<file path="config.mk">
export PLATFORM = sky130hd
export DESIGN_NAME = ccf_top
export DESIGN_NICKNAME = d
export VERILOG_FILES = /design/src/ccf_top.v
export VERILOG_INCLUDE_DIRS = /design/src /design/src/src
export SDC_FILE = /design/constraint.sdc
export NUM_CORES = 1
export LEC_CHECK = 0
export ABC_AREA = 1
export BUFFER_PORTS_ARGS = -buffer_cell sky130_fd_sc_hd__buf_2
export CAP_MARGIN = 20
export CORE_MARGIN = 1
export CORE_UTILIZATION = 60
export CTS_BUF_LIST = sky130_fd_sc_hd__clkbuf_4
export DETAILED_ROUTE_END_ITERATION = 8
export PLACE_DENSITY = 0.81
export SYNTH_ARGS = -nofsm -noshare
export SYNTH_HDL_FRONTEND = slang
export SYNTH_SLANG_ARGS = --single-unit
</file>
<file path="constraint.sdc">
create_clock -name pclk -period 3.1 [get_ports pclk]
set_clock_uncertainty 0.1 [all_clocks]
set_input_delay 0.31 -clock pclk [delete_from_list [all_inputs] [get_ports pclk]]
set_output_delay 0.31 -clock pclk [all_outputs]
set_load 0.05 [all_outputs]
</file>
<file path="src/ccf_defs.vh">
// ccf_defs.vh: offsets, field positions and reset values for ccf_top.
// assumes inclusion by bare name from the design file only.
`ifndef CCF_DEFS_VH
`define CCF_DEFS_VH

// register byte offsets (word aligned)
`define CCF_ADDR_VALUE     8'h00
`define CCF_ADDR_CTRL      8'h04
`define CCF_ADDR_FEEDBACK  8'h08
`define CCF_ADDR_COUNT     8'h0c
`define CCF_ADDR_PENDING   8'h10
`define CCF_ADDR_CMP_ONE   8'h14
`define CCF_ADDR_CMP_TWO   8'h18
`define CCF_ADDR_OUTPARAM  8'h1c

// control word, byte 4 of the control image in bits 7..0
`define CCF_C_GATE         0
`define CCF_C_SYNC_EN      1
`define CCF_C_STS_RESET    2
`define CCF_C_ONE_MANUAL   3
`define CCF_C_ONE_ENABLE   4
`define CCF_C_TWO_MANUAL   5
`define CCF_C_TWO_ENABLE   6
`define CCF_C_ERR_ACK      7
// byte 5 commands in bits 12..8
`define CCF_C_CMD_LO       8
`define CCF_C_CMD_HI       12
`define CCF_C_USED_HI      12
// command vector bit positions
`define CCF_K_DIRECT       0
`define CCF_K_PREP         1
`define CCF_K_CMP_ONE      2
`define CCF_K_CMP_TWO      3
`define CCF_K_OUTPARAM     4

// feedback word bit positions
`define CCF_F_SUPPLY       0
`define CCF_F_ONE_FAULT    1
`define CCF_F_LOAD_ERR     2
`define CCF_F_PARAM_ERR    3
`define CCF_F_RST_ACTIVE   4
`define CCF_F_CMP_ONE      5
`define CCF_F_CMP_TWO      6
`define CCF_F_SYNC         7
`define CCF_F_OUT_ONE      8
`define CCF_F_OUT_TWO      9
`define CCF_F_GATE         10
`define CCF_F_UP           11
`define CCF_F_DOWN         12

// output parameter byte fields
`define CCF_P_FUNC1_HI     2
`define CCF_P_FUNC2_LO     4
`define CCF_P_FUNC2_HI     5
`define CCF_P_HYST_LO      8
`define CCF_P_HYST_HI      15
`define CCF_P_PULSE_LO     16
`define CCF_P_PULSE_HI     23
`define CCF_P_RES3_LO      24
`define CCF_P_RES3_HI      31
`define CCF_P_RSV_BIT3     3
`define CCF_P_RSV_BIT6     6
`define CCF_P_RSV_BIT7     7

// output function codes
`define CCF_FN_PLAIN       3'h0
`define CCF_FN_SWITCH      3'h4

// reset values
`define CCF_RST_WORD       32'h00000000
`define CCF_RST_CMD        5'h00

`endif

</file>
<file path="src/ccf_top.v">
// ccf_top: control and feedback bit logic of a counter channel,
// with an apb slave holding the control image and feedback image.
// assumes a single pclk domain; fault and comparator inputs are
// synchronous to pclk; the counting core sits outside this block.
`include "ccf_defs.vh"

module ccf_top #(
	parameter [31:0] VALUE_MAX = 32'h7fffffff  // highest legal count value
) (
	// clock and reset
	input  wire        pclk,
	input  wire        presetn,
	// apb slave
	input  wire        psel,
	input  wire        penable,
	input  wire        pwrite,
	input  wire [7:0]  paddr,
	input  wire [31:0] pwdata,
	output wire [31:0] prdata,
	output wire        pready,
	output wire        pslverr,
	// fault and core inputs
	input  wire        supply_short_in,
	input  wire        out_one_fault_in,
	input  wire        param_invalid_in,
	input  wire        sync_event_in,
	input  wire        compare_one_hit,
	input  wire        compare_two_hit,
	input  wire        count_dir_up,
	input  wire        count_dir_down,
	// outputs towards pins and core
	output wire        digital_out_one,
	output wire        digital_out_two,
	output wire        gate_open,
	output wire        diag_message,
	output wire [31:0] count_value
);

	// number of set bits in a command vector
	function [2:0] ccf_ones;
		input [4:0] v;
		begin
			ccf_ones = {2'h0, v[0]} + {2'h0, v[1]} + {2'h0, v[2]}
				+ {2'h0, v[3]} + {2'h0, v[4]};
		end
	endfunction

	// a load or comparison value is legal within the count range
	function ccf_valid;
		input [31:0] v;
		begin
			ccf_valid = (v <= VALUE_MAX);
		end
	endfunction

	// software visible storage
	reg  [31:0] value_reg;        // value field, bytes 0 to 3
	reg  [12:0] ctrl_reg;         // control bytes 4 and 5
	reg  [31:0] count_reg;        // current count
	reg  [31:0] pending_reg;      // preparatory load value
	reg  [31:0] cmp_one_reg;      // comparison value 1
	reg  [31:0] cmp_two_reg;      // comparison value 2
	reg  [2:0]  func_one_reg;     // output one function code
	reg  [1:0]  func_two_reg;     // output two function code
	reg  [7:0]  hyst_reg;         // hysteresis for both outputs
	reg  [7:0]  pulse_reg;        // pulse duration, 2 ms units
	// feedback flags
	reg         supply_err_reg;   // latched encoder supply fault
	reg         one_fault_reg;    // latched output one fault
	reg         load_err_reg;     // load function error
	reg         param_err_reg;    // parameter assignment error
	reg         rst_active_reg;   // status reset in progress
	reg         cmp_one_sts_reg;  // comparator one status
	reg         cmp_two_sts_reg;  // comparator two status
	reg         sync_sts_reg;     // synchronization done
	reg         up_reg;           // registered up direction
	reg         down_reg;         // registered down direction
	// edge history
	reg  [4:0]  cmd_prev_reg;     // commands seen last cycle
	reg         man_one_prev_reg; // manual one bit last cycle
	reg         man_two_prev_reg; // manual two bit last cycle
	// pin side outputs
	reg         out_one_reg;      // digital output one
	reg         out_two_reg;      // digital output two
	reg         gate_reg;         // software gate state
	reg         diag_reg;         // diagnostic message level
	// apb answer
	reg         pready_reg;       // high during every access phase
	reg         pslverr_reg;      // unmapped address flag
	reg  [31:0] prdata_reg;       // read data captured at setup

	// apb decode
	wire        setup_phase;      // setup cycle seen at this edge
	wire        bus_write;        // write takes effect at this edge
	wire        addr_known;       // address hits a register
	reg  [31:0] read_mux;         // read data for the setup address
	reg  [31:0] feedback_word;    // assembled feedback image

	// command decode
	wire [4:0]  cmd_now;          // command bits as written
	wire [4:0]  cmd_rise;         // rising command bits
	wire        any_rise;         // some command was issued
	wire        multi_cmd;        // more than one command set
	wire        param_bad;        // output parameter bytes illegal
	wire        switch_bad;       // switch mode cannot work
	wire        value_ok;         // value field in range
	wire        cmd_accept;       // the single command is carried out
	wire        cmd_refuse;       // the command is rejected
	wire        ack;              // error acknowledge bit
	wire        man_one_rise;     // manual one bit toggled on
	wire        man_one_fall;     // manual one bit toggled off
	wire        man_two_rise;     // manual two bit toggled on
	wire        man_two_fall;     // manual two bit toggled off
	wire        out_one_next;     // next level of output one
	wire        out_two_next;     // next level of output two

	assign setup_phase = psel & ~penable;
	assign bus_write   = psel & penable & pready_reg & pwrite;
	assign addr_known  = (paddr[7:5] == 3'h0) & (paddr[1:0] == 2'h0);

	// feedback image built from the flags
	always @* begin
		feedback_word = `CCF_RST_WORD;
		feedback_word[`CCF_F_SUPPLY]     = supply_err_reg;
		feedback_word[`CCF_F_ONE_FAULT]  = one_fault_reg;
		feedback_word[`CCF_F_LOAD_ERR]   = load_err_reg;
		feedback_word[`CCF_F_PARAM_ERR]  = param_err_reg;
		feedback_word[`CCF_F_RST_ACTIVE] = rst_active_reg;
		feedback_word[`CCF_F_CMP_ONE]    = cmp_one_sts_reg;
		feedback_word[`CCF_F_CMP_TWO]    = cmp_two_sts_reg;
		feedback_word[`CCF_F_SYNC]       = sync_sts_reg;
		feedback_word[`CCF_F_OUT_ONE]    = out_one_reg;
		feedback_word[`CCF_F_OUT_TWO]    = out_two_reg;
		feedback_word[`CCF_F_GATE]       = gate_reg;
		feedback_word[`CCF_F_UP]         = up_reg;
		feedback_word[`CCF_F_DOWN]       = down_reg;
	end

	// read multiplexer, unmapped addresses read zero
	always @* begin
		case (paddr)
		`CCF_ADDR_VALUE:    read_mux = value_reg;
		`CCF_ADDR_CTRL:     read_mux = {19'h0, ctrl_reg};
		`CCF_ADDR_FEEDBACK: read_mux = feedback_word;
		`CCF_ADDR_COUNT:    read_mux = count_reg;
		`CCF_ADDR_PENDING:  read_mux = pending_reg;
		`CCF_ADDR_CMP_ONE:  read_mux = cmp_one_reg;
		`CCF_ADDR_CMP_TWO:  read_mux = cmp_two_reg;
		`CCF_ADDR_OUTPARAM: read_mux = {8'h0, pulse_reg, hyst_reg,
			2'h0, func_two_reg, 1'b0, func_one_reg};
		default:            read_mux = `CCF_RST_WORD;
		endcase
	end

	// apb answer: ready in every access phase, zero wait states
	always @(posedge pclk or negedge presetn) begin
		if (!presetn) begin
			pready_reg  <= 1'b0;
			pslverr_reg <= 1'b0;
			prdata_reg  <= `CCF_RST_WORD;
		end else begin
			pready_reg  <= setup_phase;
			if (setup_phase) begin
				pslverr_reg <= ~addr_known;
				prdata_reg  <= pwrite ? `CCF_RST_WORD : read_mux;
			end
		end
	end

	// software writes: only the value field and control word are writable
	always @(posedge pclk or negedge presetn) begin
		if (!presetn) begin
			value_reg <= `CCF_RST_WORD;
			ctrl_reg  <= 13'h0000;
		end else if (bus_write) begin
			if (paddr == `CCF_ADDR_VALUE)
				value_reg <= pwdata;
			else if (paddr == `CCF_ADDR_CTRL)
				ctrl_reg  <= pwdata[`CCF_C_USED_HI:0];
		end
	end

	// command decode on the control image
	assign cmd_now    = ctrl_reg[`CCF_C_CMD_HI:`CCF_C_CMD_LO];
	assign cmd_rise   = cmd_now & ~cmd_prev_reg;
	assign any_rise   = |cmd_rise;
	assign multi_cmd  = ccf_ones(cmd_now) > 3'h1;
	assign value_ok   = ccf_valid(value_reg);
	// blocked codes and nonzero reserve bits are refused
	assign param_bad  = (value_reg[`CCF_P_FUNC1_HI:0] > `CCF_FN_SWITCH)
		| value_reg[`CCF_P_RSV_BIT3] | value_reg[`CCF_P_RSV_BIT6]
		| value_reg[`CCF_P_RSV_BIT7]
		| (|value_reg[`CCF_P_RES3_HI:`CCF_P_RES3_LO]);
	// switching between values needs a window with one below two
	assign switch_bad = (value_reg[`CCF_P_FUNC1_HI:0] == `CCF_FN_SWITCH)
		& ~(cmp_one_reg < cmp_two_reg);
	assign cmd_refuse = any_rise & (multi_cmd
		| (cmd_rise[`CCF_K_OUTPARAM] & (param_bad | switch_bad))
		| (~cmd_rise[`CCF_K_OUTPARAM] & ~value_ok));
	assign cmd_accept = any_rise & ~cmd_refuse;

	// command edge history
	always @(posedge pclk or negedge presetn) begin
		if (!presetn)
			cmd_prev_reg <= `CCF_RST_CMD;
		else
			cmd_prev_reg <= cmd_now;
	end

	// count and pending load value
	always @(posedge pclk or negedge presetn) begin
		if (!presetn) begin
			count_reg   <= `CCF_RST_WORD;
			pending_reg <= `CCF_RST_WORD;
		end else begin
			if (cmd_accept & cmd_rise[`CCF_K_DIRECT])
				count_reg <= value_reg;
			else if (sync_event_in & ctrl_reg[`CCF_C_SYNC_EN])
				count_reg <= pending_reg;
			if (cmd_accept & cmd_rise[`CCF_K_PREP])
				pending_reg <= value_reg;
		end
	end

	// comparison values
	always @(posedge pclk or negedge presetn) begin
		if (!presetn) begin
			cmp_one_reg <= `CCF_RST_WORD;
			cmp_two_reg <= `CCF_RST_WORD;
		end else begin
			if (cmd_accept & cmd_rise[`CCF_K_CMP_ONE])
				cmp_one_reg <= value_reg;
			if (cmd_accept & cmd_rise[`CCF_K_CMP_TWO])
				cmp_two_reg <= value_reg;
		end
	end

	// output function, hysteresis and pulse duration
	always @(posedge pclk or negedge presetn) begin
		if (!presetn) begin
			func_one_reg <= `CCF_FN_PLAIN;
			func_two_reg <= 2'h0;
			hyst_reg     <= 8'h00;
			pulse_reg    <= 8'h00;
		end else if (cmd_accept & cmd_rise[`CCF_K_OUTPARAM]) begin
			func_one_reg <= value_reg[`CCF_P_FUNC1_HI:0];
			func_two_reg <= value_reg[`CCF_P_FUNC2_HI:`CCF_P_FUNC2_LO];
			hyst_reg     <= value_reg[`CCF_P_HYST_HI:`CCF_P_HYST_LO];
			pulse_reg    <= value_reg[`CCF_P_PULSE_HI:`CCF_P_PULSE_LO];
		end
	end

	// load error: set on refusal, cleared by the next good command
	always @(posedge pclk or negedge presetn) begin
		if (!presetn)
			load_err_reg <= 1'b0;
		else if (cmd_refuse)
			load_err_reg <= 1'b1;
		else if (cmd_accept)
			load_err_reg <= 1'b0;
	end

	// latched faults; a present cause wins over the acknowledge
	assign ack = ctrl_reg[`CCF_C_ERR_ACK];
	always @(posedge pclk or negedge presetn) begin
		if (!presetn) begin
			supply_err_reg <= 1'b0;
			one_fault_reg  <= 1'b0;
			param_err_reg  <= 1'b0;
			diag_reg       <= 1'b0;
		end else begin
			if (supply_short_in)
				supply_err_reg <= 1'b1;
			else if (ack)
				supply_err_reg <= 1'b0;
			if (out_one_fault_in)
				one_fault_reg <= 1'b1;
			else if (ack)
				one_fault_reg <= 1'b0;
			if (param_invalid_in)
				param_err_reg <= 1'b1;
			else if (ack)
				param_err_reg <= 1'b0;
			// diagnostic message stands while a supply or output one fault is present or latched
			diag_reg <= (supply_short_in | supply_err_reg)
				| (out_one_fault_in | one_fault_reg);
		end
	end

	// manual switch edges
	assign man_one_rise = ctrl_reg[`CCF_C_ONE_MANUAL] & ~man_one_prev_reg;
	assign man_one_fall = ~ctrl_reg[`CCF_C_ONE_MANUAL] & man_one_prev_reg;
	assign man_two_rise = ctrl_reg[`CCF_C_TWO_MANUAL] & ~man_two_prev_reg;
	assign man_two_fall = ~ctrl_reg[`CCF_C_TWO_MANUAL] & man_two_prev_reg;

	// outputs: plain mode follows the manual bit, else the comparator;
	// a disabled output is forced off
	assign out_one_next = ctrl_reg[`CCF_C_ONE_ENABLE] &
		((func_one_reg == `CCF_FN_PLAIN) ?
		ctrl_reg[`CCF_C_ONE_MANUAL] : compare_one_hit);
	assign out_two_next = ctrl_reg[`CCF_C_TWO_ENABLE] &
		((func_two_reg == 2'h0) ?
		ctrl_reg[`CCF_C_TWO_MANUAL] : compare_two_hit);

	// pin side registers
	always @(posedge pclk or negedge presetn) begin
		if (!presetn) begin
			out_one_reg      <= 1'b0;
			out_two_reg      <= 1'b0;
			gate_reg         <= 1'b0;
			man_one_prev_reg <= 1'b0;
			man_two_prev_reg <= 1'b0;
			up_reg           <= 1'b0;
			down_reg         <= 1'b0;
		end else begin
			out_one_reg      <= out_one_next;
			out_two_reg      <= out_two_next;
			gate_reg         <= ctrl_reg[`CCF_C_GATE];
			man_one_prev_reg <= ctrl_reg[`CCF_C_ONE_MANUAL];
			man_two_prev_reg <= ctrl_reg[`CCF_C_TWO_MANUAL];
			up_reg           <= count_dir_up;
			down_reg         <= count_dir_down;
		end
	end

	// status reset handshake: active follows the request
	always @(posedge pclk or negedge presetn) begin
		if (!presetn)
			rst_active_reg <= 1'b0;
		else
			rst_active_reg <= ctrl_reg[`CCF_C_STS_RESET];
	end

	// comparator and sync status; a set wins over the reset
	always @(posedge pclk or negedge presetn) begin
		if (!presetn) begin
			cmp_one_sts_reg <= 1'b0;
			cmp_two_sts_reg <= 1'b0;
			sync_sts_reg    <= 1'b0;
		end else begin
			if (out_one_reg | (~ctrl_reg[`CCF_C_ONE_ENABLE]
				& (man_one_rise | man_one_fall)))
				cmp_one_sts_reg <= 1'b1;
			else if (rst_active_reg)
				cmp_one_sts_reg <= 1'b0;
			if (out_two_reg | (~ctrl_reg[`CCF_C_TWO_ENABLE]
				& (man_two_rise | man_two_fall)))
				cmp_two_sts_reg <= 1'b1;
			else if (rst_active_reg)
				cmp_two_sts_reg <= 1'b0;
			if (sync_event_in & ctrl_reg[`CCF_C_SYNC_EN])
				sync_sts_reg <= 1'b1;
			else if (rst_active_reg)
				sync_sts_reg <= 1'b0;
		end
	end

	// output ports, each from a flip-flop
	assign prdata          = prdata_reg;
	assign pready          = pready_reg;
	assign pslverr         = pslverr_reg;
	assign digital_out_one = out_one_reg;
	assign digital_out_two = out_two_reg;
	assign gate_open       = gate_reg;
	assign diag_message    = diag_reg;
	assign count_value     = count_reg;

endmodule

</file>
Yosys cells after proc, flatten, opt, wreduce, memory -nomap -nowiden. Cells that the tools add are included.

Register bits after elaboration: 249. Input bits: 53. Logic and storage cells: 132.

Add/sub/neg operators: 4. Magnitude comparators: 4. Eq/ne operators: 8. Muxes and demuxes: 16. Bitwise gates (word level): 53. Reductions and logical operators: 17.

Operators by type and width (count): $pmux W32 S8 (1); $mux W32 (3); $eq A8 B5 Y1 const B (4); $le A32 B31 Y1 const B (1); $lt A32 B32 Y1 (1); $and A1 B1 Y1 (24); $eq A8 B4 Y1 const B (2); $reduce_bool A2 Y1 (8); $or A1 B1 Y1 (14); $not A1 Y1 (13); $mux W1 (12); $eq A8 B3 Y1 const B (1); $logic_not A8 Y1 (1); $reduce_or A8 Y1 (1); $add A3 B1 Y3 (2); $logic_not A3 Y1 (2); $and A5 B5 Y5 (1); $not A5 Y5 (1); $reduce_or A5 Y1 (1); $logic_not A2 Y1 (2); $add A2 B1 Y3 (1); $eq A3 B3 Y1 const B (1); $gt A3 B1 Y1 const B (1); $gt A3 B3 Y1 const B (1); 3 further kinds (3).

Logic depth before layout (Yosys ltp).
Depth in word-level cells: 14. Gate-level depth with buffers: 20.

Worst setup path after synthesis. Ideal clock, no wire load.

Kind: register -> register. Start point: register ctrl_reg[8]. End point: register func_one_reg[2]. Library setup time: 130 ps. Arrival time: 2361 ps. Data required time: 2870 ps. Slack: 509 ps. Stages on the path, launching flop included: 12. Path buffers: 1. Period minus slack after synthesis: 2591 ps. Cells stage by stage: dfrtp_1 > inv_1 > fa_1 > inv_1 > ha_1 > a21oi_1 > nand2_1 > nor3_4 > nand3_1 > clkbuf_1 > nand2_1 > o21ai_0.

Cells in the longest elaborated chain, start to end: 11. Elaborated cells between the ends (all ways): 13. Classes of those cells: add/sub (4); order compare (1); bitwise (7); reduce/logical (1).

Ends and longest elaborated chain: start, declared (RTL line ccf_top.v:58) `reg [12:0] ctrl_reg;`; start signal, assigned (RTL line ccf_top.v:179) `` ctrl_reg <= pwdata[`CCF_C_USED_HI:0]; ``; $add A1 B1 Y2 (RTL line ccf_top.v:43) `ccf_ones = {2'h0, v[0]} + {2'h0, v[1]} + {2'h0, v[2]}`; $add A2 B1 Y3 (RTL line ccf_top.v:43); $add A3 B1 Y3 (2 in series) (RTL line ccf_top.v:44) `+ {2'h0, v[3]} + {2'h0, v[4]};`; $gt A3 B1 Y1 (RTL line ccf_top.v:187) `assign multi_cmd = ccf_ones(cmd_now) > 3'h1;`; $or A1 B1 Y1 (2 in series) (RTL line ccf_top.v:197) `assign cmd_refuse = any_rise & (multi_cmd`; $and A1 B1 Y1 (RTL line ccf_top.v:197); $not A1 Y1 (RTL line ccf_top.v:200) `assign cmd_accept = any_rise & ~cmd_refuse;`; $and A1 B1 Y1 * (RTL line ccf_top.v:200); $and A1 B1 Y1 * (RTL line ccf_top.v:245) `` end else if (cmd_accept & cmd_rise[`CCF_K_OUTPARAM]) begin ``; end signal, assigned (RTL line ccf_top.v:241) `` func_one_reg <= `CCF_FN_PLAIN; ``; end signal, assigned (RTL line ccf_top.v:246) `` func_one_reg <= value_reg[`CCF_P_FUNC1_HI:0]; ``; end, declared (RTL line ccf_top.v:63) `reg [2:0] func_one_reg;`.

Mark *: on every way between the ends. The rest lies on a longest branch, timed or not. A chain may end at the register's enable or synchronous reset.

Final worst setup path.
Start point: input port paddr[6]. End point: register prdata_reg[24], in the netlist prdata[24].

Cells in the longest elaborated chain, start to end: 3. Elaborated cells between the ends (all ways): 10. Classes of those cells: eq/ne (7); mux (2); reduce/logical (1).

Ends and longest elaborated chain: start, declared (RTL line ccf_top.v:17) `input wire [7:0] paddr,`; $eq A8 B5 Y1 (tied with other cells) (RTL line ccf_top.v:141) `case (paddr)`; $pmux W32 S8 * (RTL line ccf_top.v:141); $mux W32 * (RTL line ccf_top.v:165) `` prdata_reg <= pwrite ? `CCF_RST_WORD : read_mux; ``; end signal, assigned (RTL line ccf_top.v:160) `` prdata_reg <= `CCF_RST_WORD; ``; end signal, assigned (RTL line ccf_top.v:165); end, declared (RTL line ccf_top.v:90) `reg [31:0] prdata_reg;`.

Marks and branches as above.

==> impl.org <==
** Critical path
- The worst register-to-register path begins at ctrl_reg[8]$_DFFE_PN0P_.
- Worst setup path category :: in -> reg
- STA classifies the critical path endpoint as a flip-flop.
- Maximum fanout along the worst path :: 12
- Reg-to-reg slack, setup :: 0.26 ns
- The worst register-to-register path has a depth of 11.
- Data required time of the worst path :: between 3 and 4 ns
- In this run the critical register-to-register path is captured at count_value[18]$_DFFE_PN0P_.
- Data arrives at the worst endpoint at roughly 3.4 ns.
- Critical path startpoint category :: input port

** STA
- Slew Limit Headroom :: 41.9%
- Worst slew pin tran :: 0.870 ns
- Unrepaired setup endpoints after global routing :: no
- Final Hold Fails :: 0
- Of the available clock period, the critical path in the final layout requires a little over nine tenths.
- Count of pins over their slew limit :: 0
- Fmax :: 339 MHz
- Setup total negative slack on the finished layout was measured at 0 ns.
- Count of endpoints failing setup in the final report :: 0
- Final hold analysis gives a worst-case slack of between 0.15 and 0.2 ns.
- The routed design could run at a clock period as short as just under 3 ns.
- Setup slack after layout :: ~0.15 ns

** Yosys
- Number of instances in the synthesized netlist :: about 1400
- Register area share after synthesis :: 53.5%
- Yosys mapped a number of flops with a built-in enable equal to 0.
- Number of distinct standard cells referenced by the synthesized netlist :: 33
- Flops & latches, synth :: ~250
- Cell area after synthesis :: 11600 µm²
- Yosys printed 0 warnings.
- Post-synth ARST share :: 100%
- Each instance of the synthesized netlist takes up on average about 8.4 µm².
- Most frequently used cell type in the post-synthesis netlist :: nand2_1
- Synth area leader :: dfrtp_1
- When the netlist entered floorplanning its net count stood at 1468.
- Area share of the leading cell type in the synthesized netlist :: about 54%
- Top FF cell, synth :: dfrtp_1
- List of most frequent post-synthesis cells :: nand2_1, dfrtp_1, o21ai_0
- Synth area leaders :: dfrtp_1, nand2_1, o21ai_0

** Pwr
- Static leakage power :: 7.09 nW
- Worst ir drop on vdd :: about 0.46 mV
- For this design the ratio of total power to cell area is 462 nW/µm².
- Total power for the finished layout comes to 6.44 mW.

** Drt
- The detailed router finished its first iteration with 1139 violations.
- The pre-antenna-repair detailed-routing pass consisted of 8 iterations.
- Vias after detailed routing :: 11000
- After detailed routing, the average wire length per cell comes to around 18 µm.
- Number of nets with antenna violations after detailed routing :: 0
- In the routed design, unresolved DRC markers number 0.
- Final wirelength :: between 30000 and 40000 µm
- Routed vias/inst :: 5.86

** Floorplan
- Vertical die dimension :: 141 µm
- Core Region :: 18900 µm²
- The die covers 20000 µm².
- Once the floorplan was initialized, standard cells occupied between 60% and 70% of the core.
- about 120 I/O pins were placed.
- Cell Rows :: 50
- Horizontal extent of the die :: 141 µm

** Global route
- Maximum number of pins on one net before global-route repair :: 96
- Number of global-route vias before repair :: 10600
- Global routing usage summed across all routing layers :: between 30 and 40%
- Global-route wire length before repair :: 55200 µm
- Antenna violations before repair :: 0
- The total overflow left after global routing is 0.

** CTS
- Clock-pin slew was measured on the worst setup and hold paths at 0.06 ns.
- TritonCTS clock tree :: built
- Inserted Clock Buffers :: 67
- In this run the number of H-tree levels came out at 3.
- Clk sink count :: between 200 and 250
- In this run the clock root is driven by a clkbuf_4.
- Clock latency reported for the late side of the worst-skew pair :: 0.67 ns
- The clock passes through at most 3 buffers.

** Layout
- For this run, the number of standard cells in the final layout without fillers is 1882.
- Cells fill 73.9% of the core in the end.
- Relative to the synthesized area, the layout overhead comes to 19.9%.
- The layout has around 1400 filler cells.
- The repair_antennas step left the layout with diodes totalling 0.
- Total number of nets in the final design :: 1667
- In the final layout, the share of cells above drive strength 1 is 17.3%.
- Summing all non-filler instances in the final layout gives an area of 14000 µm².

** Run
- Max Cap Viol :: 0

** Place
- At the end of routability-driven placement, the weighted congestion stood at 0.937.
- Half-perimeter wire length after placement :: 22200 µm
- Placed Area :: 12600 µm²
- Count of buffers inserted at the top-level ports :: 122
- Before CTS, the worst setup slack after placement is 0.297 ns.
- The number of placed instances, taps included, is 1727.

** Hold path
- The worst hold path belongs to the class in -> async.

** Run status
- Result of the run :: completed
==> power breakdown <==
| group | internal (mW) | switching (mW) |
|---|---|---|
| Combinational | 0.0835 | 0.135 |
| Sequential | 3.26 | 0.00620 |
| Clock | 1.64 | 1.32 |
==> per-layer routing <==
layer	vias up	global-route usage [%]	wire length, µm
li1	5027	-	-
met5	-	0	0
met2	656	54.4	15500
met1	5243	48.8	13700
met3	95	9.69	3760
met4	0	15.6	1030
==> cells by family (layout without fill, tap and decap cells) <==
logic type               after synthesis  in the layout  synth area share (%)
adder cells (fa/ha/maj)               33             33                  3.61
AO/OA/AOI/OAI                        313            313                  15.0
AND/OR/NAND/NOR                      587            587                  21.1
buffers and inverters                199            439                  6.61
XOR/XNOR                               1              1                0.0752
flip-flops                           249            249                  53.5
==> how the worst max path moves through the flow <==
stage | startpoint | end | slack, ns | cells past startpoint
final | paddr[6] | prdata[24]$_DFFE_PN0P_ | 0.15 | 13
after global routing | paddr[6] | prdata[24]$_DFFE_PN0P_ | 0.05 | 13
after CTS | paddr[6] | prdata[30]$_DFFE_PN0P_ | 0.06 | 13
after detailed placement | ctrl_reg[8]$_DFFE_PN0P_ | cmp_one_reg[21]$_DFFE_PN0P_ | 0.30 | 11
after global placement | ctrl_reg[8]$_DFFE_PN0P_ | cmp_one_reg[19]$_DFFE_PN0P_ | 0.41 | 11
after floorplan | ctrl_reg[8]$_DFFE_PN0P_ | func_one_reg[2]$_DFFE_PN0P_ | 0.51 | 11
==> cell type report <==
type	count	area, µm²	share of cell area, %
inverters	124	473	3.39
repair buffers	205	1440	10.3
well taps	260	325	2.33
clock inverters	9	87.6	0.627
multi-input cells	934	4650	33.3
clock buffers	101	758	5.43
flip-flops and latches	249	6230	44.6
==> placed cells by master (no fill, tap or decap), types with 32 or more instances in the layout <==
cell           count
clkbuf_4         101
a21oi_1           43
nor2_1            42
buf_2            121
dlygate4sd3_1     45
nand4_1           39
nand2_1          411
dfrtp_1          249
ha_1              32
o21ai_0          208
inv_1            119
nand3_1           57
==> what timing repair did <==
action / 4_1_cts / 5_1_grt
hold buffers: 45 / 0
setup endpoints to repair: 0 / 35
resized for setup: 0 / 6
hold endpoints to repair: 145 / 0
setup buffers: 0 / 0
==> worst max-delay path: stages <==
cell and delay [ns]:
dlygate4sd3_1 0.54, buf_2 0.12, nor3_1 0.26, dlygate4sd3_1 0.61, inv_1 0.06, nor2_2 0.28, nand2_1 0.19, clkinvlp_4 0.28
buf_4 0.21, nand2_1 0.06, o211ai_1 0.10, a221oi_1 0.08, o21ai_0 0.25
Power figures use the tool's default switching activity.
